**config.mk**
```make
export PLATFORM = sky130hd
export DESIGN_NAME = radio_command_strobe_handler
export DESIGN_NICKNAME = d
export VERILOG_FILES = /design/src/verilog/strobe_pkg.sv /design/src/verilog/radio_command_strobe_handler.sv
export SDC_FILE = /design/constraint.sdc
export NUM_CORES = 1
export LEC_CHECK = 0
export BUFFER_PORTS_ARGS = -buffer_cell sky130_fd_sc_hd__buf_2
export CORE_MARGIN = 3
export CORE_UTILIZATION = 45
export DETAILED_ROUTE_END_ITERATION = 7
export PLACE_DENSITY = 0.7
export REMOVE_ABC_BUFFERS = 1
export SLEW_MARGIN = 0
export SYNTH_ARGS = -nofsm -noshare
export SYNTH_HDL_FRONTEND = slang
export SYNTH_SLANG_ARGS = --single-unit
```
**constraint.sdc**
```tcl
create_clock -name mclk -period 2.4 [get_ports mclk]
set_clock_uncertainty 0.2 [all_clocks]
set_input_delay 0.24 -clock mclk [delete_from_list [all_inputs] [get_ports mclk]]
set_output_delay 0.24 -clock mclk [all_outputs]
set_load 0.02 [all_outputs]
```
**src/verilog/strobe_pkg.sv**
```systemverilog
// package: command codes, radio states, carrier structs and timing for the strobe handler
package strobe_pkg;

  // command byte encodings (plain defaults; the decoder only needs distinct codes)
  localparam logic [7:0] CMD_NOP                = 8'h00;
  localparam logic [7:0] CMD_TX_SYNTH_CALIBRATE = 8'h41;
  localparam logic [7:0] CMD_RECEIVE_ON         = 8'h42;
  localparam logic [7:0] CMD_TRANSMIT_ON        = 8'h43;
  localparam logic [7:0] CMD_TRANSMIT_IF_CLEAR  = 8'h44;
  localparam logic [7:0] CMD_RADIO_OFF          = 8'h45;
  localparam logic [7:0] CMD_OSCILLATOR_OFF     = 8'h46;
  localparam logic [7:0] CMD_FLUSH_RECEIVE      = 8'h47;
  localparam logic [7:0] CMD_FLUSH_TRANSMIT     = 8'h48;

  // synthesizer calibration time
  localparam int CAL_TIME_NS  = 200;
  localparam int CLK_PERIOD_NS = 10;
  localparam int CAL_CYCLES   = (CAL_TIME_NS + CLK_PERIOD_NS - 1) / CLK_PERIOD_NS;
  localparam logic [4:0] CAL_CNT_INIT = 5'(CAL_CYCLES);

  // reset values
  localparam logic RST_OSC_ON   = 1'b1;
  localparam logic RST_CCA_BIT  = 1'b0;

  typedef enum logic [2:0] {
    RADIO_IDLE,
    RADIO_CAL,
    RADIO_SYNTH_WAIT,
    RADIO_RX,
    RADIO_TX
  } radio_state_t;

  // command from the spi front end: one-cycle strobe with its byte
  typedef struct packed {
    logic       valid;
    logic       truncated;
    logic [7:0] code;
  } cmd_req_t;

  // one-cycle exception pulses
  typedef struct packed {
    logic frame_aborted;
    logic misuse;
    logic bad_operand;
  } exc_t;

  // one-cycle action pulses to the datapath
  typedef struct packed {
    logic flush_receive;
    logic flush_transmit;
    logic demod_reset;
  } action_t;

endpackage

```
**src/verilog/radio_command_strobe_handler.sv**
```systemverilog
// module: decodes radio command strobes and sequences the radio state
// Contract
// RQ1 - calibrate command parks radio in synth wait
// RQ2 - aborting commands during reception raise frame-aborted
// RQ3 - transmit-on calibrates first when not yet calibrated
// RQ4 - clear-gated transmit only on free channel
// RQ5 - clear-gated transmit captures cca into status
// RQ6 - radio-off disables receiver, transmitter, synthesizer
// RQ7 - radio-off when all off: misuse, no change
// RQ8 - oscillator-off switches crystal oscillator off
// RQ9 - oscillator-off with radio busy raises misuse
// RQ10 - flush receive empties fifo, resets demodulator
// RQ11 - receive-on enables rx; flush transmit silent
// RQ12 - unknown or truncated command: bad operand
`timescale 1ns/1ns
`default_nettype none
module radio_command_strobe_handler (
  input  wire logic                 mclk,
  input  wire logic                 reset_n,
  input  wire strobe_pkg::cmd_req_t cmd_in,
  input  wire logic                 frame_receiving,
  input  wire logic                 cca_pin,
  output var  strobe_pkg::exc_t     exc_out,
  output var  strobe_pkg::action_t  action_out,
  output var  strobe_pkg::radio_state_t radio_state,
  output logic                      crystal_oscillator_on,
  output logic                      cca_status,
  output logic                      rx_enabled,
  output logic                      tx_enabled,
  output logic                      synth_enabled
);
  import strobe_pkg::*;

  // ----------------------------------------------------------------
  // pin synchronisers
  // ----------------------------------------------------------------
  // cca comes from the analog side, so it is resynchronised before use
  logic cca_s1_q, cca_s2_q;
  always_ff @(posedge mclk or negedge reset_n) begin
    if (!reset_n) begin
      cca_s1_q <= 1'b0;
      cca_s2_q <= 1'b0;
    end else begin
      cca_s1_q <= cca_pin;
      cca_s2_q <= cca_s1_q;
    end
  end

  // ----------------------------------------------------------------
  // command decode
  // ----------------------------------------------------------------
  radio_state_t state_q, state_d;
  logic         calibrated_q, calibrated_d;
  logic         tx_after_cal_q, tx_after_cal_d;
  logic [4:0]   cal_cnt_q, cal_cnt_d;
  logic         osc_q, osc_d;
  logic         cca_q, cca_d;
  exc_t         exc_d;
  action_t      act_d;

  wire ok        = cmd_in.valid && !cmd_in.truncated;
  wire is_cal    = ok && cmd_in.code == CMD_TX_SYNTH_CALIBRATE;
  wire is_rxon   = ok && cmd_in.code == CMD_RECEIVE_ON;
  wire is_txon   = ok && cmd_in.code == CMD_TRANSMIT_ON;
  wire is_txcca  = ok && cmd_in.code == CMD_TRANSMIT_IF_CLEAR;
  wire is_rfoff  = ok && cmd_in.code == CMD_RADIO_OFF;
  wire is_oscoff = ok && cmd_in.code == CMD_OSCILLATOR_OFF;
  wire is_flrx   = ok && cmd_in.code == CMD_FLUSH_RECEIVE;
  wire is_fltx   = ok && cmd_in.code == CMD_FLUSH_TRANSMIT;
  wire is_nop    = ok && cmd_in.code == CMD_NOP;
  wire known     = is_cal | is_rxon | is_txon | is_txcca | is_rfoff | is_oscoff
                 | is_flrx | is_fltx | is_nop;
  // frame-aborting commands; clear-gated transmit and tx flush are not in the set
  wire aborts    = is_cal | is_rxon | is_txon | is_rfoff | is_oscoff | is_flrx; // RQ2
  wire radio_idle = (state_q == RADIO_IDLE);
  wire cca_clear  = cca_s2_q;

  // ----------------------------------------------------------------
  // next-state logic
  // ----------------------------------------------------------------
  // calibration takes a fixed count; a pending transmit follows it
  always_comb begin
    state_d        = state_q;
    calibrated_d   = calibrated_q;
    tx_after_cal_d = tx_after_cal_q;
    cal_cnt_d      = cal_cnt_q;
    osc_d          = osc_q;
    cca_d          = cca_q;
    exc_d          = '0;
    act_d          = '0;
    if (state_q == RADIO_CAL) begin
      if (cal_cnt_q == 5'h01) begin
        calibrated_d = 1'b1;
        state_d      = tx_after_cal_q ? RADIO_TX : RADIO_SYNTH_WAIT;
      end
      cal_cnt_d = cal_cnt_q - 5'h01;
    end
    exc_d.frame_aborted = aborts && frame_receiving; // RQ2
    exc_d.bad_operand   = cmd_in.valid && (cmd_in.truncated || !known); // RQ12
    if (is_cal) begin
      state_d        = RADIO_CAL; // RQ1
      tx_after_cal_d = 1'b0;
      cal_cnt_d      = CAL_CNT_INIT;
    end
    if (is_rxon) begin
      state_d = RADIO_RX; // RQ11
    end
    if (is_txon) begin
      if (calibrated_q) begin
        state_d = RADIO_TX; // RQ3
      end else begin
        state_d        = RADIO_CAL; // RQ3
        tx_after_cal_d = 1'b1;
        cal_cnt_d      = CAL_CNT_INIT;
      end
    end
    if (is_txcca) begin
      cca_d = cca_clear; // RQ5
      if (cca_clear) begin
        state_d        = RADIO_CAL; // RQ4
        tx_after_cal_d = 1'b1;
        cal_cnt_d      = CAL_CNT_INIT;
      end
    end
    if (is_rfoff) begin
      if (radio_idle) begin
        exc_d.misuse = 1'b1; // RQ7
      end else begin
        state_d      = RADIO_IDLE; // RQ6
        calibrated_d = 1'b0;
      end
    end
    if (is_oscoff) begin
      osc_d = 1'b0; // RQ8
      if (!radio_idle) begin
        exc_d.misuse = 1'b1; // RQ9
      end
    end
    if (is_flrx) begin
      act_d.flush_receive = 1'b1; // RQ10
      act_d.demod_reset   = 1'b1; // RQ10
    end
    if (is_fltx) begin
      act_d.flush_transmit = 1'b1; // RQ11
    end
  end

  // ----------------------------------------------------------------
  // state registers
  // ----------------------------------------------------------------
  always_ff @(posedge mclk or negedge reset_n) begin
    if (!reset_n) begin
      state_q        <= RADIO_IDLE;
      calibrated_q   <= 1'b0;
      tx_after_cal_q <= 1'b0;
      cal_cnt_q      <= 5'h00;
      osc_q          <= RST_OSC_ON;
      cca_q          <= RST_CCA_BIT;
      exc_out        <= '0;
      action_out     <= '0;
    end else begin
      state_q        <= state_d;
      calibrated_q   <= calibrated_d;
      tx_after_cal_q <= tx_after_cal_d;
      cal_cnt_q      <= cal_cnt_d;
      osc_q          <= osc_d;
      cca_q          <= cca_d;
      exc_out        <= exc_d;
      action_out     <= act_d;
    end
  end

  // state, oscillator and cca outputs straight from flip-flops; rx, tx and synth enables decoded from the state
  assign radio_state           = state_q;
  assign crystal_oscillator_on = osc_q;
  assign cca_status            = cca_q;
  assign rx_enabled            = (state_q == RADIO_RX);
  assign tx_enabled            = (state_q == RADIO_TX);
  assign synth_enabled         = !radio_idle;

  // ----------------------------------------------------------------
  // assertions
  // ----------------------------------------------------------------
  property p_cal_enters;
    @(posedge mclk) disable iff (!reset_n) is_cal |=> state_q == RADIO_CAL;
  endproperty
  a_cal_enters: assert property (p_cal_enters) else $error("calibrate not entered"); // RQ1

  property p_abort;
    @(posedge mclk) disable iff (!reset_n)
      (aborts && frame_receiving) |=> exc_out.frame_aborted;
  endproperty
  a_abort: assert property (p_abort) else $error("frame abort not raised"); // RQ2

  property p_txon_uncal;
    @(posedge mclk) disable iff (!reset_n)
      (is_txon && !calibrated_q && state_q != RADIO_CAL) |=> state_q == RADIO_CAL;
  endproperty
  a_txon_uncal: assert property (p_txon_uncal) else $error("tx without calibration"); // RQ3

  property p_txcca_busy;
    @(posedge mclk) disable iff (!reset_n)
      (is_txcca && !cca_clear && state_q != RADIO_CAL) |=> $stable(state_q);
  endproperty
  a_txcca_busy: assert property (p_txcca_busy) else $error("busy channel changed state"); // RQ4

  property p_cca_capture;
    @(posedge mclk) disable iff (!reset_n) is_txcca |=> cca_status == $past(cca_s2_q);
  endproperty
  a_cca_capture: assert property (p_cca_capture) else $error("cca not captured"); // RQ5

  property p_rfoff;
    @(posedge mclk) disable iff (!reset_n)
      (is_rfoff && !radio_idle) |=> !rx_enabled && !tx_enabled && !synth_enabled;
  endproperty
  a_rfoff: assert property (p_rfoff) else $error("radio off failed"); // RQ6

  property p_rfoff_misuse;
    @(posedge mclk) disable iff (!reset_n)
      (is_rfoff && radio_idle) |=> exc_out.misuse && radio_state == RADIO_IDLE;
  endproperty
  a_rfoff_misuse: assert property (p_rfoff_misuse) else $error("radio off misuse"); // RQ7

  property p_oscoff;
    @(posedge mclk) disable iff (!reset_n)
      is_oscoff |=> !crystal_oscillator_on && (exc_out.misuse == !$past(radio_idle));
  endproperty
  a_oscoff: assert property (p_oscoff) else $error("oscillator off wrong"); // RQ9

  property p_flush_rx;
    @(posedge mclk) disable iff (!reset_n)
      is_flrx |=> action_out.flush_receive && action_out.demod_reset;
  endproperty
  a_flush_rx: assert property (p_flush_rx) else $error("rx flush missing"); // RQ10

  property p_bad_op;
    @(posedge mclk) disable iff (!reset_n)
      (cmd_in.valid && !known) |=> exc_out.bad_operand;
  endproperty
  a_bad_op: assert property (p_bad_op) else $error("bad operand missing"); // RQ12

  c_tx_via_cal: cover property (@(posedge mclk) disable iff (!reset_n)
    state_q == RADIO_CAL ##1 state_q == RADIO_TX);
  c_txcca_busy: cover property (@(posedge mclk) disable iff (!reset_n) is_txcca && !cca_clear);
  c_abort: cover property (@(posedge mclk) disable iff (!reset_n) exc_out.frame_aborted);

endmodule // radio_command_strobe_handler
`default_nettype wire

```
==> impl_results.md, run 1 <==
* Run status: completed
* Maximum number of pins on one net before global-route repair at 20
* Fraction of registers with async set or reset after synthesis at 1.00
* Insertion delay of the later-clocked pin in the worst-skew pair at 0.29 ns
* Detail-routed net length per standard cell at 13.2 µm
* Post-Synthesis Cells at 102
* Most instantiated flip-flop cell in the synthesis netlist: sky130_fd_sc_hd__dfrtp_1
* Count of vias placed by the detailed router at 876
* Leakage power at 0.550 nW
* First-pass GRT wire length at 3.48 mm
* Worst min path class: in2reg
* Clock buffer count from CTS at 3
* Boundary pin count at 28
* # Post-CTS Setup Buffers at 0
* Final WS setup at 0.366 ns
* Worst setup SP type: flip-flop
* FF-to-FF path depth at 4
* Utilization of the core after routing at 0.617
* Worst slack at placement at 0.490 ns
* Die outline width at 53.8 µm
* Final min period at 2.03 ns
* Drt total wl at 2.15 mm
* Count of cell types in the netlist at 41
* Initial Utilization at 0.498
* HPWL Detailed at 1.53 mm
* Capture point of the worst path: synth_enabled
* Dominant cells by area after synthesis: sky130_fd_sc_hd__dfrtp_1 (44%), sky130_fd_sc_hd__xnor2_1 (3.4%), sky130_fd_sc_hd__nand2_1 (3.3%)
* Count of TritonRoute iterations in the first routing pass at 4
* Netlist area before placement at 0.00103 mm²
* Final count of negative-setup-slack endpoints at 0
* Count of flip-flops with a built-in enable after synthesis at 0
* Final Hold Violating Endpoints at 0
* Transition at the pin with the smallest max-transition slack at 0.555 ns
* Library cell used as clock root buffer: sky130_fd_sc_hd__clkbuf_4
* Nets at 153
* Syn_area_per_cell at 10.1 µm²
* Maximum fanout encountered on the critical timing path at 6
* Cell Rows at 16
* Layout Area Growth over Synthesis at 23.8%
* GRT Residual Overflow at 0
* Antenna violations before repair at 0
* Reg2reg setup slack at 0.68 ns
* H-tree lvl count at 1
* Worst supply voltage drop on vdd at 0.450 mV
* Timing startpoint of the critical path: radio_state[1]
* Y dimension of the die at 53.8 µm
* Total number of yosys warnings at 0
* Unrepaired setup endpoints after global routing: no
* Hold_sp: cmd_in[1]
* Buffers on Ports at 27
* Share of the clock period used by the worst path after layout at 0.847
* Number of design rule violations left after detail routing at 0
* Via-per-instance ratio at 5.37
* Total power per unit cell area at 561 mW/mm²
* Worst Path Required at 1.96 ns
* Clock transition time at the flip-flop clock pins of the worst setup and hold paths at 0.11 ns
* Worst slew margin relative to its limit at 0.627
* Fraction of synthesized cell area taken by the top area cell type at 0.438
* Count of final max-slew check failures at 0
* DIE AREA at 0.00289 mm²
* Kind of capture point of the worst setup path: primary output
* Share of post-route cells with drive strength above 1 at 0.301
* #FFs+latches synth at 19
* Setup TNS Final at 0 ns
* Final-layout fill cell count at 184
* Startpoint of the most critical register-to-register path: radio_state[1]
* Seq/Total Area, Yosys at 0.464
* First-iteration detailed-routing DRC count at 12
* Antenna Diode Count at 0
* CTS Sinks at 19
* Clock tree buffer depth at 2
* Post-route ant nets at 0
* Worst Setup Path Type: reg2out
* Number of max-capacitance violations reported at 0
* TritonCTS clock tree: yes
* R2R Path End: radio_state[0]
* Number of global-route vias before repair at 782
* Fmax achieved at 492 MHz
* Placeable core region at 0.00206 mm²
* Total GRT Usage at 0.169
* Gp weighted congestion at 0.823
* Worst endpoint data arrival time at 1.59 ns
* Largest area contributor in the netlist: sky130_fd_sc_hd__dfrtp_1
==> routing by layer <==
layer	vias to the layer above	share of wire	track usage
li1	432	-	-
met1	413	0.46	0.222
met2	29	0.46	0.258
met3	2	0.065	0.0443
met4	0	0.0084	0.0766
met5	-	0	0
==> state kept, by name, indices dropped and copies added, names as in the netlist <==
signal and flops:
action_out 2, cal_cnt_q 5, calibrated_q 1, cca_clear 1, cca_s1_q 1, cca_status 1, crystal_oscillator_on 1, exc_out 3
radio_state 3, tx_after_cal_q 1
==> Yosys cell counts, drive strengths merged, types with 2 or more instances <==
cell,instances
o22ai,2
clkbuf,3
dfrtp,18
or3,2
ha,2
o31a,2
nor2,9
and3,2
nor3b,4
nor4b,2
nor4,2
nor3,5
a21oi,6
inv,6
nand2b,2
a41oi,2
nand2,9
xnor2,4
or2,2
nor4bb,2
==> through the flow <==
step	instance area, µm²	hold WS (ns)	total power [mW]	std cells
after CTS	1270	0.0432	0.719	163
after global routing	1270	0.0903	0.757	163
after global placement	1180	-0.00109	0.545	153
after floorplan	1010	-0.256	0.488	98
after detailed placement	1180	0.00201	0.550	153
final	1270	0.0538	0.713	163
==> layout by cell type, fill, tap and decap left out, types with 3 or more instances in the layout <==
cell type                        n
sky130_fd_sc_hd__buf_2          27
sky130_fd_sc_hd__dfrtp_1        18
sky130_fd_sc_hd__nand2_1         9
sky130_fd_sc_hd__nor2_1          8
sky130_fd_sc_hd__inv_1           6
sky130_fd_sc_hd__dlygate4sd3_1   6
sky130_fd_sc_hd__a21oi_1         5
sky130_fd_sc_hd__xnor2_1         4
sky130_fd_sc_hd__nor3_1          4
sky130_fd_sc_hd__nor3b_1         3
sky130_fd_sc_hd__clkbuf_4        3
==> repair_timing <==
| item | in CTS | in global routing |
|---|---|---|
| endpoints found under the setup margin | 0 | 0 |
| resized for setup | 0 | 0 |
| endpoints found under the hold margin | 23 | 0 |
| hold buffers | 6 | 0 |
==> worst max-delay path, stage by stage (launching register included) <==
cell and delay (ns):
sky130_fd_sc_hd__dfrtp_1 0.48, sky130_fd_sc_hd__nor3_1 0.52, sky130_fd_sc_hd__inv_1 0.12, sky130_fd_sc_hd__buf_2 0.19
==> logic make-up after synthesis <==
group,after synthesis,share of synthesized area
fa+ha+maj,2,0.0244
mux,1,0.0110
buf+inv,10,0.0402
simple gates,47,0.292
xor+xnor,5,0.0426
compound gates,18,0.125
flops,19,0.464
==> power by group <==
| group | switching [mW] | internal (mW) | total, mW |
|---|---|---|---|
| clock network | 0.0995 | 0.0646 | 0.164 |
| logic | 0.0916 | 0.0745 | 0.166 |
| registers | 0.0352 | 0.348 | 0.383 |
| total | 0.226 | 0.487 | 0.713 |
==> final cells by class <==
| class | instances | area [µm²] | share of cell area |
|---|---|---|---|
| multi-input cells | 73 | 509 | 0.401 |
| inverters | 6 | 22.5 | 0.0177 |
| well taps | 27 | 33.8 | 0.0266 |
| flip-flops and latches | 19 | 477 | 0.375 |
| clock buffers | 4 | 26.3 | 0.0207 |
| repair buffers | 34 | 203 | 0.159 |
==> how the worst min path moves through the flow <==
stage,to,slack [ns],depth (start not counted)
after floorplan,action_out[0],-0.26,0
after global placement,exc_out[0],-0.001,1
after detailed placement,exc_out[0],0.002,1
after CTS,action_out[0],0.04,3
after global routing,action_out[0],0.09,3
final,action_out[0],0.05,3
Power figures use the tool's default switching activity.
==> inputs of run 2 (changes only) <==
- clock period: 2.4 -> 2.1 ns (I/O delays scaled with it)
==> run 2 against run 1 <==
- die area did not move
- clock power rose by 12%
- critical path type is now in2reg
- worst setup slack got worse by 0.26 ns
- combinational power rose by 16%
- largest cell class unchanged
- wire length rose by 7.9%
- sequential share of layout area fell by 0.15 points
- final cell count did not move
- first-iteration DRC count rose to 2.5 times the previous value
- sequential power rose by 15%
- highest routed layer unchanged
- worst hold slack got worse by 0.040 ns
- register-to-register slack got worse by 0.32 ns
- flip-flop and latch count did not move
==> impl_results.md, run 2 (synthesis results as in run 1) <==
* Worst Path Required at 2.08 ns
* Placeable core region at 0.00206 mm²
* Antenna Diode Count at 0
* Number of max-capacitance violations reported at 0
* Maximum number of pins on one net before global-route repair at 20
* Clock buffer count from CTS at 3
* Y dimension of the die at 53.8 µm
* Leading cell type in the layout, fill and taps excluded: sky130_fd_sc_hd__buf_2
* # Post-CTS Setup Buffers at 0
* Setup TNS Final at 0 ns
* H-tree lvl count at 1
* Count of final max-slew check failures at 0
* Total GRT Usage at 0.189
* Number of design rule violations left after detail routing at 0
* TritonCTS clock tree: yes
* Worst min path class: in2reg
* Final WS setup at 0.104 ns
* First-pass GRT wire length at 3.88 mm
* Detail-routed net length per standard cell at 14.2 µm
* Unrepaired setup endpoints after global routing: no
* Drt total wl at 2.32 mm
* Clock transition time at the flip-flop clock pins of the worst setup and hold paths at 0.11 ns
* Worst slew margin relative to its limit at 0.728
* Count of TritonRoute iterations in the first routing pass at 4
* HPWL Detailed at 1.64 mm
* Leakage power at 0.553 nW
* Count of vias placed by the detailed router at 929
* Total power at 0.815 mW
* CTS Sinks at 19
* Cell area after placement at 0.00118 mm²
* Share of the clock period used by the worst path after layout at 0.950
* Die outline width at 53.8 µm
* DIE AREA at 0.00289 mm²
* Largest register by flop count: cal_cnt_q
* Antenna violations before repair at 0
* First-iteration detailed-routing DRC count at 30
* Utilization of the core after routing at 0.619
* Nets at 153
* Sequential Area at 477 µm²
* Fmax achieved at 501 MHz
* Maximum fanout encountered on the critical timing path at 5
* Worst slack at placement at 0.225 ns
* Initial Utilization at 0.498
* Worst Setup Path Type: in2reg
* Final-layout fill cell count at 167
* Worst endpoint data arrival time at 1.98 ns
* Commonest cells after routing, fill and taps aside: sky130_fd_sc_hd__buf_2 (27), sky130_fd_sc_hd__dfrtp_1 (18), sky130_fd_sc_hd__nand2_1 (9)
* Gp weighted congestion at 0.827
* Reg2reg setup slack at 0.36 ns
* Library cell used as clock root buffer: sky130_fd_sc_hd__clkbuf_4
* Clock tree buffer depth at 2
* Number of global-route vias before repair at 881
* Via-per-instance ratio at 5.70
* Kind of capture point of the worst setup path: flip-flop
* Boundary pin count at 28
* Layout Cell Area excl Fill at 0.00128 mm²
* Cell Rows at 16
* Share of post-route cells with drive strength above 1 at 0.309
* Worst setup SP type: input pin
* Layout Area Growth over Synthesis at 24.2%
* Run status: completed
* Total power per unit cell area at 639 mW/mm²
* Insertion delay of the later-clocked pin in the worst-skew pair at 0.30 ns
* Transition at the pin with the smallest max-transition slack at 0.407 ns
* Final min period at 2.00 ns
* Post-route ant nets at 0
* Final count of negative-setup-slack endpoints at 0
* GRT Residual Overflow at 0
* Worst supply voltage drop on vdd at 0.494 mV
* Area of the multi-input gates at 514 µm²
* Buffers on Ports at 27
* Final Hold Violating Endpoints at 0
* Max reg flops at 5
[run 2: what timing repair did]
action / in CTS / in global routing
hold buffers: 6 / 0
setup endpoints to repair: 0 / 1
gates resized for setup: 0 / 1
hold endpoints to repair: 23 / 0
[run 2: through the flow]
step	hold WS [ns]	instances
global route	0.0258	163
CTS	0.00278	163
floorplan	-0.286	98
detailed placement	-0.0254	153
finish	0.0142	163
global placement	-0.0309	153
[run 2: per-layer routing]
layer  global-route usage  share of wire  vias to the layer above
met4                0.102          0.023                        0
met2                0.292           0.49                       45
met5                    0              0                        -
li1                     -              -                      434
met1                0.247           0.43                      443
met3               0.0388          0.054                        7
[run 2: area by class of cell]
class                      count  share of cell area
clock buffer                   4              0.0206
inverter                       6              0.0176
multi-input combinational     73               0.403
sequential                    19               0.374
tap                           27              0.0265
timing repair buffer          34               0.159
[run 2: critical path: stages]
cell and delay (ns):
sky130_fd_sc_hd__dlygate4sd3_1 0.54, sky130_fd_sc_hd__buf_2 0.14, sky130_fd_sc_hd__nand4bb_1 0.26, sky130_fd_sc_hd__or3_4 0.42, sky130_fd_sc_hd__nor2_2 0.10, sky130_fd_sc_hd__mux2_1 0.32
[run 2: report_power, final]
group	internal (mW)	switching [mW]
sequential	0.397	0.0415
combinational	0.0857	0.106
clock	0.0740	0.110
total	0.557	0.258
[run 2: path summary, 6_finish.rpt]
check,start,endpoint,cells past startpoint
worst min register to register,cca_s1_q,cca_clear,0
min in group asynchronous,reset_n,exc_out[0],2
max in group asynchronous,reset_n,crystal_oscillator_on,2
worst min-delay path,cmd_in[1],action_out[0],3
worst max-delay path,cmd_in[8],cca_status,6
worst max register to register,radio_state[0],cal_cnt_q[4],4
==> inputs of run 3 (changes only) <==
- CORE_UTILIZATION: 45 -> 50
- CTS_CLUSTER_DIAMETER: unset -> 80
- PLACE_DENSITY: 0.7 -> 0.77
- RECOVER_POWER: unset -> 50
==> run 3 against run 2 <==
- flip-flop and latch count stayed put
- total power rose by 0.78%
- worst hold slack improved by 0.0044 ns
- maximum frequency grew 0.28%
- combinational power barely moved
- critical path type unchanged
- largest power group unchanged
- highest routed layer unchanged
==> impl_results.md, run 3 (synthesis results as in run 1) <==
* Antenna Diode Count at 0
* Worst min path class: in2reg
* Net Sw Frac at 0.320
* Largest register by flop count: cal_cnt_q
* Worst endpoint data arrival time at 1.98 ns
* Reg2reg setup slack at 0.28 ns
* Post-route ant nets at 0
* Setup TNS Final at 0 ns
* Worst Path Required at 2.09 ns
* Library cell used as clock root buffer: sky130_fd_sc_hd__clkbuf_4
* Insertion delay of the later-clocked pin in the worst-skew pair at 0.30 ns
* FF-to-FF path depth at 4
* Detail-routed net length per standard cell at 15.1 µm
* Total GRT Usage at 0.207
* H-tree lvl count at 1
* Clock buffer count from CTS at 3
* GRT Residual Overflow at 0
* Kind of capture point of the worst setup path: flip-flop
* Total power at 0.821 mW
* Startpoint of the most critical register-to-register path: radio_state[0]
* R2R Path End: cal_cnt_q[4]
* Cell with the largest stage delay on the worst path: sky130_fd_sc_hd__dlygate4sd3_1
* Sequential share of power at 0.534
* Hold_sp: cmd_in[0]
* Leading cell type in the layout, fill and taps excluded: sky130_fd_sc_hd__buf_2
* Crit-path max cell delay at 0.54 ns
* Number of max-capacitance violations reported at 0
* Clock network fraction of design power at 0.228
* Power dissipated by switching net loads at 0.263 mW
* Share of post-route cells with drive strength above 1 at 0.270
* Count of TritonRoute iterations in the first routing pass at 4
* # Post-CTS Setup Buffers at 0
* TritonCTS clock tree: yes
* Clock transition time at the flip-flop clock pins of the worst setup and hold paths at 0.11 ns
* Die outline width at 51.3 µm
* First-iteration detailed-routing DRC count at 21
* Capture endpoint of the worst hold path: action_out[0]
* Number of design rule violations left after detail routing at 0
* Worst supply voltage drop on vdd at 0.522 mV
* Commonest cells after routing, fill and taps aside: sky130_fd_sc_hd__buf_2 (21), sky130_fd_sc_hd__dfrtp_1 (18), sky130_fd_sc_hd__nand2_1 (9)
* Max reg flops at 5
* HPWL Detailed at 1.76 mm
* Transition at the pin with the smallest max-transition slack at 1.01 ns
* Initial Utilization at 0.559
* Placeable core region at 0.00184 mm²
* Clock tree buffer depth at 2
* Count of final max-slew check failures at 0
* Number of global-route vias before repair at 869
* DIE AREA at 0.00263 mm²
* Fmax achieved at 503 MHz
* Worst Hold Depth at 3
* Cell Rows at 15
* Final min period at 1.99 ns
* Boundary pin count at 28
* Global-route track usage on met2 at 0.343
* Buffers on Ports at 27
* GR Layer Usage met1 at 0.262
* Total power per unit cell area at 641 mW/mm²
* Layer with the highest usage: met2
* Drt total wl at 2.45 mm
* Final-layout fill cell count at 163
* Worst Setup Path Type: in2reg
* Leakage power at 0.535 nW
* Layout Area Growth over Synthesis at 24.7%
* Y dimension of the die at 51.3 µm
* Gp weighted congestion at 0.831
* Count of vias placed by the detailed router at 895
* Run status: completed
* First-pass GRT wire length at 3.98 mm
* Worst setup SP type: input pin
* Internal power consumption at 0.558 mW
* Maximum number of pins on one net before global-route repair at 20
* Antenna violations before repair at 0
* Share of the clock period used by the worst path after layout at 0.948
* Routing usage on met3 at 0.0612
* Worst slew margin relative to its limit at 0.328
* Nets at 154
* Via-per-instance ratio at 5.52
* Unrepaired setup endpoints after global routing: no
* Combinational share of power at 0.238
* Final count of negative-setup-slack endpoints at 0
* Worst-path cell chain: dlygate4sd3_1 -> buf_2 -> nand4bb_1 -> or3_4 -> nor2_2 -> mux2_1
* Final Hold Violating Endpoints at 0
* CTS Sinks at 19
* Maximum fanout encountered on the critical timing path at 5
==> run 3: critical path, delay by kind of cell <==
kind	cells	cell delay (ns)
buf+inv	2	0.68
mux	1	0.31
simple gates	3	0.78
==> run 3: routing by layer <==
metal,up-vias,share of wire
li1,434,-
met1,430,0.46
met2,27,0.49
met3,4,0.048
met4,0,0.0057
met5,-,0
==> run 3: worst max path at each step <==
stage / slack [ns] / cells past startpoint / start / to
2_1_floorplan: 0.37 / 4 / cmd_in[5] / cca_status
3_3_place_gp: 0.24 / 5 / cmd_in[5] / cca_status
3_5_place_dp: 0.23 / 5 / cmd_in[5] / cca_status
4_1_cts: 0.08 / 3 / radio_state[1] / synth_enabled
5_1_grt: 0.06 / 6 / cmd_in[1] / action_out[1]
6_report: 0.11 / 6 / cmd_in[8] / cca_status
==> run 3: through the flow <==
step                      hold slack [ns]  setup slack (ns)   util  cells  instance area [µm²]
after detailed placement          -0.0304             0.228  0.643    151                 1180
after floorplan                    -0.286             0.373      -     98                 1010
after global routing               0.0260            0.0640  0.697    162                 1280
after global placement            -0.0331             0.243  0.643    151                 1180
final                              0.0186             0.110  0.697    162                 1280
after CTS                        0.000595            0.0764  0.695    162                 1280
==> run 3: layout make-up <==
cell class,instances,area [µm²],share of cell area
Tap cell,25,31.3,0.0244
Timing Repair Buffer,35,205,0.160
Multi-Input combinational cell,73,519,0.405
Sequential cell,19,477,0.372
Clock buffer,4,26.3,0.0205
Inverter,6,22.5,0.0176
==> run 3: power groups by stage <==
stage	logic, mW	clock network [mW]	registers, mW
2_1_floorplan	0.108	0	0.450
3_5_place_dp	0.185	0	0.445
5_1_grt	0.218	0.212	0.444
4_1_cts	0.195	0.194	0.437
3_3_place_gp	0.177	0	0.442
6_report	0.195	0.187	0.439
==> run 3: repair_timing <==
| item | CTS | global route |
|---|---|---|
| endpoints found under the setup margin | 0 | 2 |
| gates resized for setup | 0 | 2 |
| endpoints found under the hold margin | 24 | 0 |
| hold buffers | 7 | 0 |
